===== src/common/cel_pkg.sv =====
// package: constants and types for the comparator event logic
package cel_pkg;

   // ---------------------------------------------------------------
   // channel count and field layout
   // ---------------------------------------------------------------
   localparam int unsigned NUM_CHANNELS     = 3;
   localparam int unsigned CTRL_WIDTH       = 8;
   localparam int unsigned INVERT_BIT       = 5;
   localparam int unsigned EVSEL_LO         = 3;
   localparam int unsigned EVSEL_HI         = 4;
   localparam int unsigned STATUS_LO        = 0;
   localparam int unsigned STATUS_HI        = 2;
   localparam int unsigned PERIPH_EN_BIT    = 6;
   localparam int unsigned GLOBAL_EN_BIT    = 7;

   // ---------------------------------------------------------------
   // reset values
   // ---------------------------------------------------------------
   localparam logic [7:0]  CTRL_RESET       = 8'h00;
   localparam logic [2:0]  FLAG_RESET       = 3'h0;
   localparam logic [2:0]  ENABLE_RESET     = 3'h0;
   localparam logic [1:0]  SYNC_RESET       = 2'h0;

   // ---------------------------------------------------------------
   // event selection codes
   // ---------------------------------------------------------------
   typedef enum logic [1:0] {
      CEL_EV_NONE    = 2'h0,
      CEL_EV_RISE    = 2'h1,
      CEL_EV_FALL    = 2'h2,
      CEL_EV_ANY     = 2'h3
   } cel_evsel_t;

endpackage : cel_pkg


===== src/common/cel_chan_if.sv =====
// interface: per-channel adjusted result and event pulse
`timescale 1ns/100ps
interface cel_chan_if #(
   parameter int unsigned N = 3
);
   logic [N-1:0] result;
   logic [N-1:0] event_hit;

   modport src (
      output result,
      output event_hit
   );
   modport dst (
      input  result,
      input  event_hit
   );
endinterface : cel_chan_if


===== src/rtl/cel_top.sv =====
// module: top of the comparator event and interrupt logic
//
// Function
// Three comparator channels, each configured and flagged independently.
// Each channel result goes to a pin output and is software-readable.
// Status bits 2:0 show the three results, read-only.
// Control bit 5 inverts the channel result, used for detection too.
// Control bits 4:3 select which transitions set the channel flag.
// Select 00 never sets the flag.
// Select 01 sets on rising, 10 on falling adjusted result.
// Select 11 sets on every change of the adjusted result.
// A set flag stays until software writes zero; hardware never clears.
// Software writing 1 to a flag sets it like a real event.
// Flags in bits 2:0 of flag register, enables in bits 2:0.
// Request needs flag, channel enable, peripheral bit 6, global bit 7.
// Flags set on events regardless of any enables.
// Software tracks earlier status reads to tell which change occurred.
// Results synchronised, transitions found against previous clock value.
`timescale 1ns/100ps
module cel_top #(
   parameter int unsigned NUM_CHANNELS = cel_pkg::NUM_CHANNELS
) (
   // clock and reset
   input  wire logic                    clk_i,
   input  wire logic                    rst_b_i,
   // analog comparator outputs
   input  wire logic [NUM_CHANNELS-1:0] comp_raw_i,
   // channel control registers, one write strobe each
   input  wire logic [NUM_CHANNELS-1:0] ctrl_wr_i,
   input  wire logic [7:0]              ctrl_wdata_i,
   // peripheral flag register write
   input  wire logic                    flag_wr_i,
   input  wire logic [7:0]              flag_wdata_i,
   // peripheral enable register write
   input  wire logic                    enable_wr_i,
   input  wire logic [7:0]              enable_wdata_i,
   // irq control register write
   input  wire logic                    irqctl_wr_i,
   input  wire logic [7:0]              irqctl_wdata_i,
   // register read-back
   output logic      [8*NUM_CHANNELS-1:0] channel_control_reg_o,
   output logic      [7:0]              output_status_reg_o,
   output logic      [7:0]              peripheral_flag_reg_o,
   output logic      [7:0]              peripheral_enable_reg_o,
   output logic      [7:0]              irq_control_reg_o,
   // pin results and interrupt request
   output logic      [NUM_CHANNELS-1:0] channel_result_o,
   output logic                         irq_o
);

   // flag and enable fields hold three bits at most
   if (NUM_CHANNELS < 1 || NUM_CHANNELS > 3) begin : g_bad_count
      $error("cel_top: NUM_CHANNELS must be 1 to 3");
   end

   // ---------------------------------------------------------------
   // configuration registers
   // ---------------------------------------------------------------
   logic [7:0]              ctrl [NUM_CHANNELS];
   logic [NUM_CHANNELS-1:0] invert;
   logic [2*NUM_CHANNELS-1:0] evsel;
   logic [NUM_CHANNELS-1:0] channel_event_enable;
   logic                    peripheral_irq_enable;
   logic                    global_irq_enable;
   logic [NUM_CHANNELS-1:0] channel_event_flag;

   genvar g;
   generate
      for (g = 0; g < NUM_CHANNELS; g++) begin : g_ctl
         always_ff @(posedge clk_i or negedge rst_b_i) begin
            if (!rst_b_i) begin
               ctrl[g] <= cel_pkg::CTRL_RESET;
            end else if (ctrl_wr_i[g]) begin
               ctrl[g] <= ctrl_wdata_i;
            end
         end
         assign invert[g] = ctrl[g][cel_pkg::INVERT_BIT];
         assign evsel[2*g+1:2*g] =
            ctrl[g][cel_pkg::EVSEL_HI:cel_pkg::EVSEL_LO];
      end
   endgenerate

   always_ff @(posedge clk_i or negedge rst_b_i) begin
      if (!rst_b_i) begin
         channel_event_enable <= NUM_CHANNELS'(cel_pkg::ENABLE_RESET);
      end else if (enable_wr_i) begin
         channel_event_enable <= enable_wdata_i[NUM_CHANNELS-1:0];
      end
   end

   always_ff @(posedge clk_i or negedge rst_b_i) begin
      if (!rst_b_i) begin
         peripheral_irq_enable <= 1'b0;
         global_irq_enable     <= 1'b0;
      end else if (irqctl_wr_i) begin
         peripheral_irq_enable <= irqctl_wdata_i[cel_pkg::PERIPH_EN_BIT];
         global_irq_enable     <= irqctl_wdata_i[cel_pkg::GLOBAL_EN_BIT];
      end
   end

   // ---------------------------------------------------------------
   // detection and flags
   // ---------------------------------------------------------------
   cel_chan_if #(.N(NUM_CHANNELS)) chan ();

   cel_detect #(.N(NUM_CHANNELS)) u_detect (
      .clk_i    (clk_i),
      .rst_b_i  (rst_b_i),
      .raw_i    (comp_raw_i),
      .invert_i (invert),
      .evsel_i  (evsel),
      .chan     (chan.src)
   );

   cel_flags #(.N(NUM_CHANNELS)) u_flags (
      .clk_i   (clk_i),
      .rst_b_i (rst_b_i),
      .chan    (chan.dst),
      .wr_i    (flag_wr_i),
      .wdata_i (flag_wdata_i[NUM_CHANNELS-1:0]),
      .flag_o  (channel_event_flag)
   );

   // ---------------------------------------------------------------
   // outputs, all registered
   // ---------------------------------------------------------------
   always_ff @(posedge clk_i or negedge rst_b_i) begin
      if (!rst_b_i) begin
         channel_result_o    <= '0;
         output_status_reg_o <= 8'h00;
      end else begin
         channel_result_o    <= chan.result;
         output_status_reg_o <= 8'(chan.result);
      end
   end

   // one cycle behind the flag; a gated level, not a pulse
   always_ff @(posedge clk_i or negedge rst_b_i) begin
      if (!rst_b_i) begin
         irq_o <= 1'b0;
      end else begin
         irq_o <= (|(channel_event_flag & channel_event_enable))
                  & peripheral_irq_enable & global_irq_enable;
      end
   end

   always_ff @(posedge clk_i or negedge rst_b_i) begin
      if (!rst_b_i) begin
         peripheral_flag_reg_o   <= 8'h00;
         peripheral_enable_reg_o <= 8'h00;
         irq_control_reg_o       <= 8'h00;
      end else begin
         peripheral_flag_reg_o   <= 8'(channel_event_flag);
         peripheral_enable_reg_o <= 8'(channel_event_enable);
         irq_control_reg_o       <= {global_irq_enable,
                                     peripheral_irq_enable, 6'h00};
      end
   end

   generate
      for (g = 0; g < NUM_CHANNELS; g++) begin : g_rb
         always_ff @(posedge clk_i or negedge rst_b_i) begin
            if (!rst_b_i) begin
               channel_control_reg_o[8*g+7:8*g] <= 8'h00;
            end else begin
               channel_control_reg_o[8*g+7:8*g] <= ctrl[g];
            end
         end
      end
   endgenerate

endmodule : cel_top


===== src/rtl/cel_detect.sv =====
// module: synchroniser, polarity and transition detection per channel
`timescale 1ns/100ps
module cel_detect #(
   parameter int unsigned N = 3
) (
   // clock and reset
   input  wire logic         clk_i,
   input  wire logic         rst_b_i,
   // raw comparator outputs and configuration
   input  wire logic [N-1:0] raw_i,
   input  wire logic [N-1:0] invert_i,
   input  wire logic [2*N-1:0] evsel_i,
   // results out
   cel_chan_if.src           chan
);

   // refused at elaboration, before any logic is built
   if (N < 1) begin : g_bad_n
      $error("cel_detect: N must be at least 1");
   end

   genvar g;
   generate
      for (g = 0; g < N; g++) begin : g_ch
         logic [1:0] sync;
         logic       adj;
         logic       adj_prev;
         logic       rise;
         logic       fall;
         cel_pkg::cel_evsel_t sel;

         // -----------------------------------------------------------
         // two-stage synchroniser; stage 0 feeds only stage 1
         // -----------------------------------------------------------
         always_ff @(posedge clk_i or negedge rst_b_i) begin
            if (!rst_b_i) begin
               sync <= cel_pkg::SYNC_RESET;
            end else begin
               sync <= {sync[0], raw_i[g]};
            end
         end

         assign adj = sync[1] ^ invert_i[g];

         // previous value; a polarity flip looks like a transition,
         // which matches swapping the comparator inputs
         always_ff @(posedge clk_i or negedge rst_b_i) begin
            if (!rst_b_i) begin
               adj_prev <= 1'b0;
            end else begin
               adj_prev <= adj;
            end
         end

         assign rise = adj & ~adj_prev;
         assign fall = ~adj & adj_prev;
         assign sel  = cel_pkg::cel_evsel_t'(evsel_i[2*g+1:2*g]);

         always_comb begin
            unique case (sel)
               cel_pkg::CEL_EV_NONE: chan.event_hit[g] = 1'b0;
               cel_pkg::CEL_EV_RISE: chan.event_hit[g] = rise;
               cel_pkg::CEL_EV_FALL: chan.event_hit[g] = fall;
               cel_pkg::CEL_EV_ANY:  chan.event_hit[g] = rise | fall;
            endcase
         end

         assign chan.result[g] = adj;
      end
   endgenerate

endmodule : cel_detect


===== src/rtl/cel_flags.sv =====
// module: sticky per-channel event flags with software write
`timescale 1ns/100ps
module cel_flags #(
   parameter int unsigned N = 3
) (
   // clock and reset
   input  wire logic         clk_i,
   input  wire logic         rst_b_i,
   // events in
   cel_chan_if.dst           chan,
   // software write to the flag register
   input  wire logic         wr_i,
   input  wire logic [N-1:0] wdata_i,
   // flags out
   output logic      [N-1:0] flag_o
);

   // refused at elaboration, before any logic is built
   if (N < 1) begin : g_bad_n
      $error("cel_flags: N must be at least 1");
   end

   genvar g;
   generate
      for (g = 0; g < N; g++) begin : g_fl
         // ---------------------------------------------------------
         // event wins over a same-cycle software clear
         // ---------------------------------------------------------
         always_ff @(posedge clk_i or negedge rst_b_i) begin
            if (!rst_b_i) begin
               flag_o[g] <= 1'b0;
            end else if (chan.event_hit[g]) begin
               flag_o[g] <= 1'b1;
            end else if (wr_i) begin
               flag_o[g] <= wdata_i[g];
            end
         end
      end
   endgenerate

endmodule : cel_flags


===== config.mk =====
export PLATFORM = sky130hd
export DESIGN_NAME = cel_top
export DESIGN_NICKNAME = d
export VERILOG_FILES = /design/src/common/cel_pkg.sv /design/src/common/cel_chan_if.sv /design/src/rtl/cel_top.sv /design/src/rtl/cel_detect.sv /design/src/rtl/cel_flags.sv
export SDC_FILE = /design/constraint.sdc
export NUM_CORES = 1
export LEC_CHECK = 0
export BUFFER_PORTS_ARGS = -buffer_cell sky130_fd_sc_hd__buf_2
export CORE_MARGIN = 8
export CORE_UTILIZATION = 51
export DETAILED_ROUTE_END_ITERATION = 6
export PLACE_DENSITY = 0.83
export SYNTH_ARGS = -nofsm -noshare
export SYNTH_HDL_FRONTEND = slang
export SYNTH_SLANG_ARGS = --single-unit

===== constraint.sdc =====
create_clock -name clk_i -period 3 [get_ports clk_i]
set_input_delay 0.3 -clock clk_i [delete_from_list [all_inputs] [get_ports clk_i]]
set_output_delay 0.3 -clock clk_i [all_outputs]
set_load 0.005 [all_outputs]

==> summary.md <==
| Metric | Value |
|---|---|
| Full die area | between 0.007 and 0.008 mm^2 |
| CP max FO | 4 |
| Logic pwr share | 0.100 |
| Mean routed wirelength per cell | ~15 um |
| Clock insertion delay at the later pin of the skew report | roughly 0.33 ns |
| Layout area overhead | 18.6% |
| TNS Setup | 0 ns |
| Clock power frac | 0.374 |
| Sequential Power Share | 0.526 |
| Final RePlAce weighted congestion | between 0.7 and 0.8 |
| Vias | about 1400 |
| Via/cell ratio | about 4.4 |
| Initial core utilization | 0.524 |
| CTS sink cnt | 74 |
| Worst hold path type | primary input to asynchronous set/reset pin |
| Ratio of final minimum period to clock period | 0.445 |
| Reported net switching power | ~490 uW |
| Nets@finish | 279 |
| Max-cap violations | 0 |
| Final setup fails | 0 |
| Vias in the first global route | around 1400 |
| Int Power | ~1.7 mW |
| Clk buf depth | 2 |
| IO Count | 103 |
| Worst-margin pin slew | 0.874 ns |
| CTS tree | done |
| Final hold vios | 0 |
| Yosys cell types | 17 |
| HPWL after DPL | 3.36 mm |
| Num CTS Buffers | 9 |
| Root Buffer | clkbuf_8 |
| Antenna cells | 0 |
| GRT Overall Usage | 0.128 |
| Critical Path Sink Type | flip-flop |
| Synthesis Warnings | 0 |
| Starting DRC count in detailed routing | 45 |
| Setup crit start kind | flip-flop |
| Seq cells post-synth | between 70 and 80 |
| Power per cell area | between 700 and 800 mW/mm^2 |
| Die extent in y | ~88 um |
| Reported leakage power | between 1.5 and 2 nW |
| Post-Synthesis Cell Area | roughly 0.0026 mm^2 |
| Die Wd | 88.0 um |
| FP Rows | 26 |
| Core area | between 0.005 and 0.006 mm^2 |
| Sw frac | 0.224 |
| Total gr overflow | 0 |
| Worst EP arrival | about 1.6 ns |
| First-pass GRT wire length | about 7.2 mm |
| Buffers on Ports | 65 |
| Run status | complete, no violations |
| Worst path top cell family by delay | flip-flops |
| Post-CTS Hold Fix Bufs | 0 |
| Seq/Total Area, Yosys | 0.701 |
| Mapped Cells | 167 |
| Drt pass-1 iters | 4 |
| Cells along the critical path | xor2_1 -> ha_1 -> mux2i_1 -> a211o_1 |
| Syn avg cell area | approximately 16 um^2 |
| Slew headroom | 0.417 |
| Max Fclk | ~0.75 GHz |
| Setup Buffers After CTS | 0 |
| DR DRC count | 0 |
| Routed Antenna Nets | 0 |
| RSZ-0062 raised after global routing | no |
| Slew Limit Fails | 0 |
| Setup Skew | 0.00896 ns |
| Slowest Stage Delay on Critical Path | 0.43 ns |
| Worst vdd ir | approximately 420 uV |
| Initial antenna violation count | 0 |
| Slowest cell on crit path | dfrtp_1 |
| Utilization after layout | 0.621 |
| Buf/Inv on CP | 0 |
| Setup CP Type | flip-flop to flip-flop |
| Total wire length | 4.53 mm |
| CTS resizes | 0 |
| Min Tclk post-route | around 1.3 ns |
| H-tree levels | 3 |
| Largest net degree at the start of global routing | between 70 and 80 |
| Layout cells sized above 1 | 0.466 |
| CP required | about 3.2 ns |
| Register clock-pin slew on the reported worst setup and hold paths | ~0.080 ns |
-- synthesized netlist by cell type --
library cell | n | area [um^2]
mux2_2 | 31 | 349
dfrtp_1 | 74 | 1850
a211o_1 | 2 | 17.5
mux2i_1 | 3 | 30.0
nor2_1 | 1 | 3.75
nand3_1 | 1 | 5.00
inv_1 | 5 | 18.8
ha_1 | 3 | 37.5
o211ai_1 | 1 | 7.51
a222oi_1 | 1 | 10.0
buf_4 | 27 | 203
xor2_1 | 6 | 52.6
nand2_1 | 5 | 18.8
or3_1 | 1 | 6.26
conb_1 | 1 | 3.75
buf_2 | 3 | 15.0
nor3_1 | 2 | 10.0
-- placed cells by master (no fill, tap or decap), drive strengths merged, types with 3 or more instances in the layout --
cell    synthesis  routed
conb            1      21
inv             5       5
clkbuf          0      11
mux2i           3       3
nand2           5       5
mux2           31      31
xor2            6       6
ha              3       3
buf            30      65
dfrtp          74      74
-- stage by stage --
stage / worst slack [ns] / area, um^2 / total power [mW] / hold WS, ns / instances
3_5_place_dp: 1.65 / 2910 / 1.40 / 0.335 / 292
5_1_grt: 1.58 / 3130 / 2.32 / 0.0521 / 308
4_1_cts: 1.65 / 3130 / 2.23 / 0.0529 / 308
2_1_floorplan: 1.73 / 2720 / 1.31 / 0.00441 / 187
6_report: 1.67 / 3130 / 2.20 / 0.0750 / 308
3_3_place_gp: 1.67 / 2910 / 1.39 / 0.334 / 292
-- per-layer routing --
| layer | global-route usage | vias to the layer above | share of wire |
|---|---|---|---|
| met3 | 0.0722 | 7 | 0.13 |
| met4 | 0.0609 | 0 | 0.013 |
| met2 | 0.179 | 56 | 0.46 |
| met5 | 0 | - | 0 |
| li1 | - | 638 | - |
| met1 | 0.155 | 659 | 0.39 |
-- logic make-up after synthesis --
group | share of synthesized area
compound gates | 0.0133
xor+xnor | 0.0199
fa+ha+maj | 0.0142
buf+inv | 0.0896
flops | 0.701
mux | 0.144
other cells | 0.00142
simple gates | 0.0166
-- power groups by stage --
stage / combinational (mW) / clock (mW) / sequential [mW]
after CTS: 0.227 / 0.844 / 1.16
after detailed placement: 0.226 / 0 / 1.18
after global placement: 0.219 / 0 / 1.17
after global routing: 0.251 / 0.890 / 1.17
after floorplan: 0.135 / 0 / 1.17
final: 0.220 / 0.822 / 1.16
-- state kept, by name (all words and copies together) (netlist names) --
signal                   flops
irq_control_reg_o            2
channel_control_reg_o       24
u_detect.g_ch.sync           6
channel_event_enable         3
ctrl                        24
peripheral_irq_enable        1
irq_o                        1
u_flags.flag_o               3
peripheral_enable_reg_o      3
global_irq_enable            1
channel_result_o             3
peripheral_flag_reg_o        3
-- path summary, 6_finish.rpt --
| kind | start | end | slack [ns] | depth (start not counted) |
|---|---|---|---|---|
| max | ctrl[21]$_DFFE_PN0P_ | u_flags.flag_o[0]$_DFFE_PN0P_ | 1.67 | 4 |
| min | rst_b_i | channel_control_reg_o[3]$_DFF_PN0_ | 0.08 | 1 |
| max reg2reg | ctrl[21]$_DFFE_PN0P_ | u_flags.flag_o[0]$_DFFE_PN0P_ | 1.67 | 4 |
| min reg2reg | u_detect.g_ch[1].sync[0]$_DFF_PN0_ | u_detect.g_ch[1].sync[1]$_DFF_PN0_ | 0.35 | 0 |
| max in group asynchronous | rst_b_i | u_detect.g_ch[1].sync[1]$_DFF_PN0_ | 2.35 | 1 |
| min in group clk_i | comp_raw_i[2] | u_detect.g_ch[2].sync[0]$_DFF_PN0_ | 0.08 | 1 |
-- area by class of cell --
class                   instances  area, um^2
fillers                       406        1910
repair buffers                 65         328
inverters                       5        18.8
clock inverters                 5        77.6
clock buffers                  11         141
well taps                      70        87.6
multi-input cells              78         627
flip-flops and latches         74        1850
(Power assumes the default switching activity.)
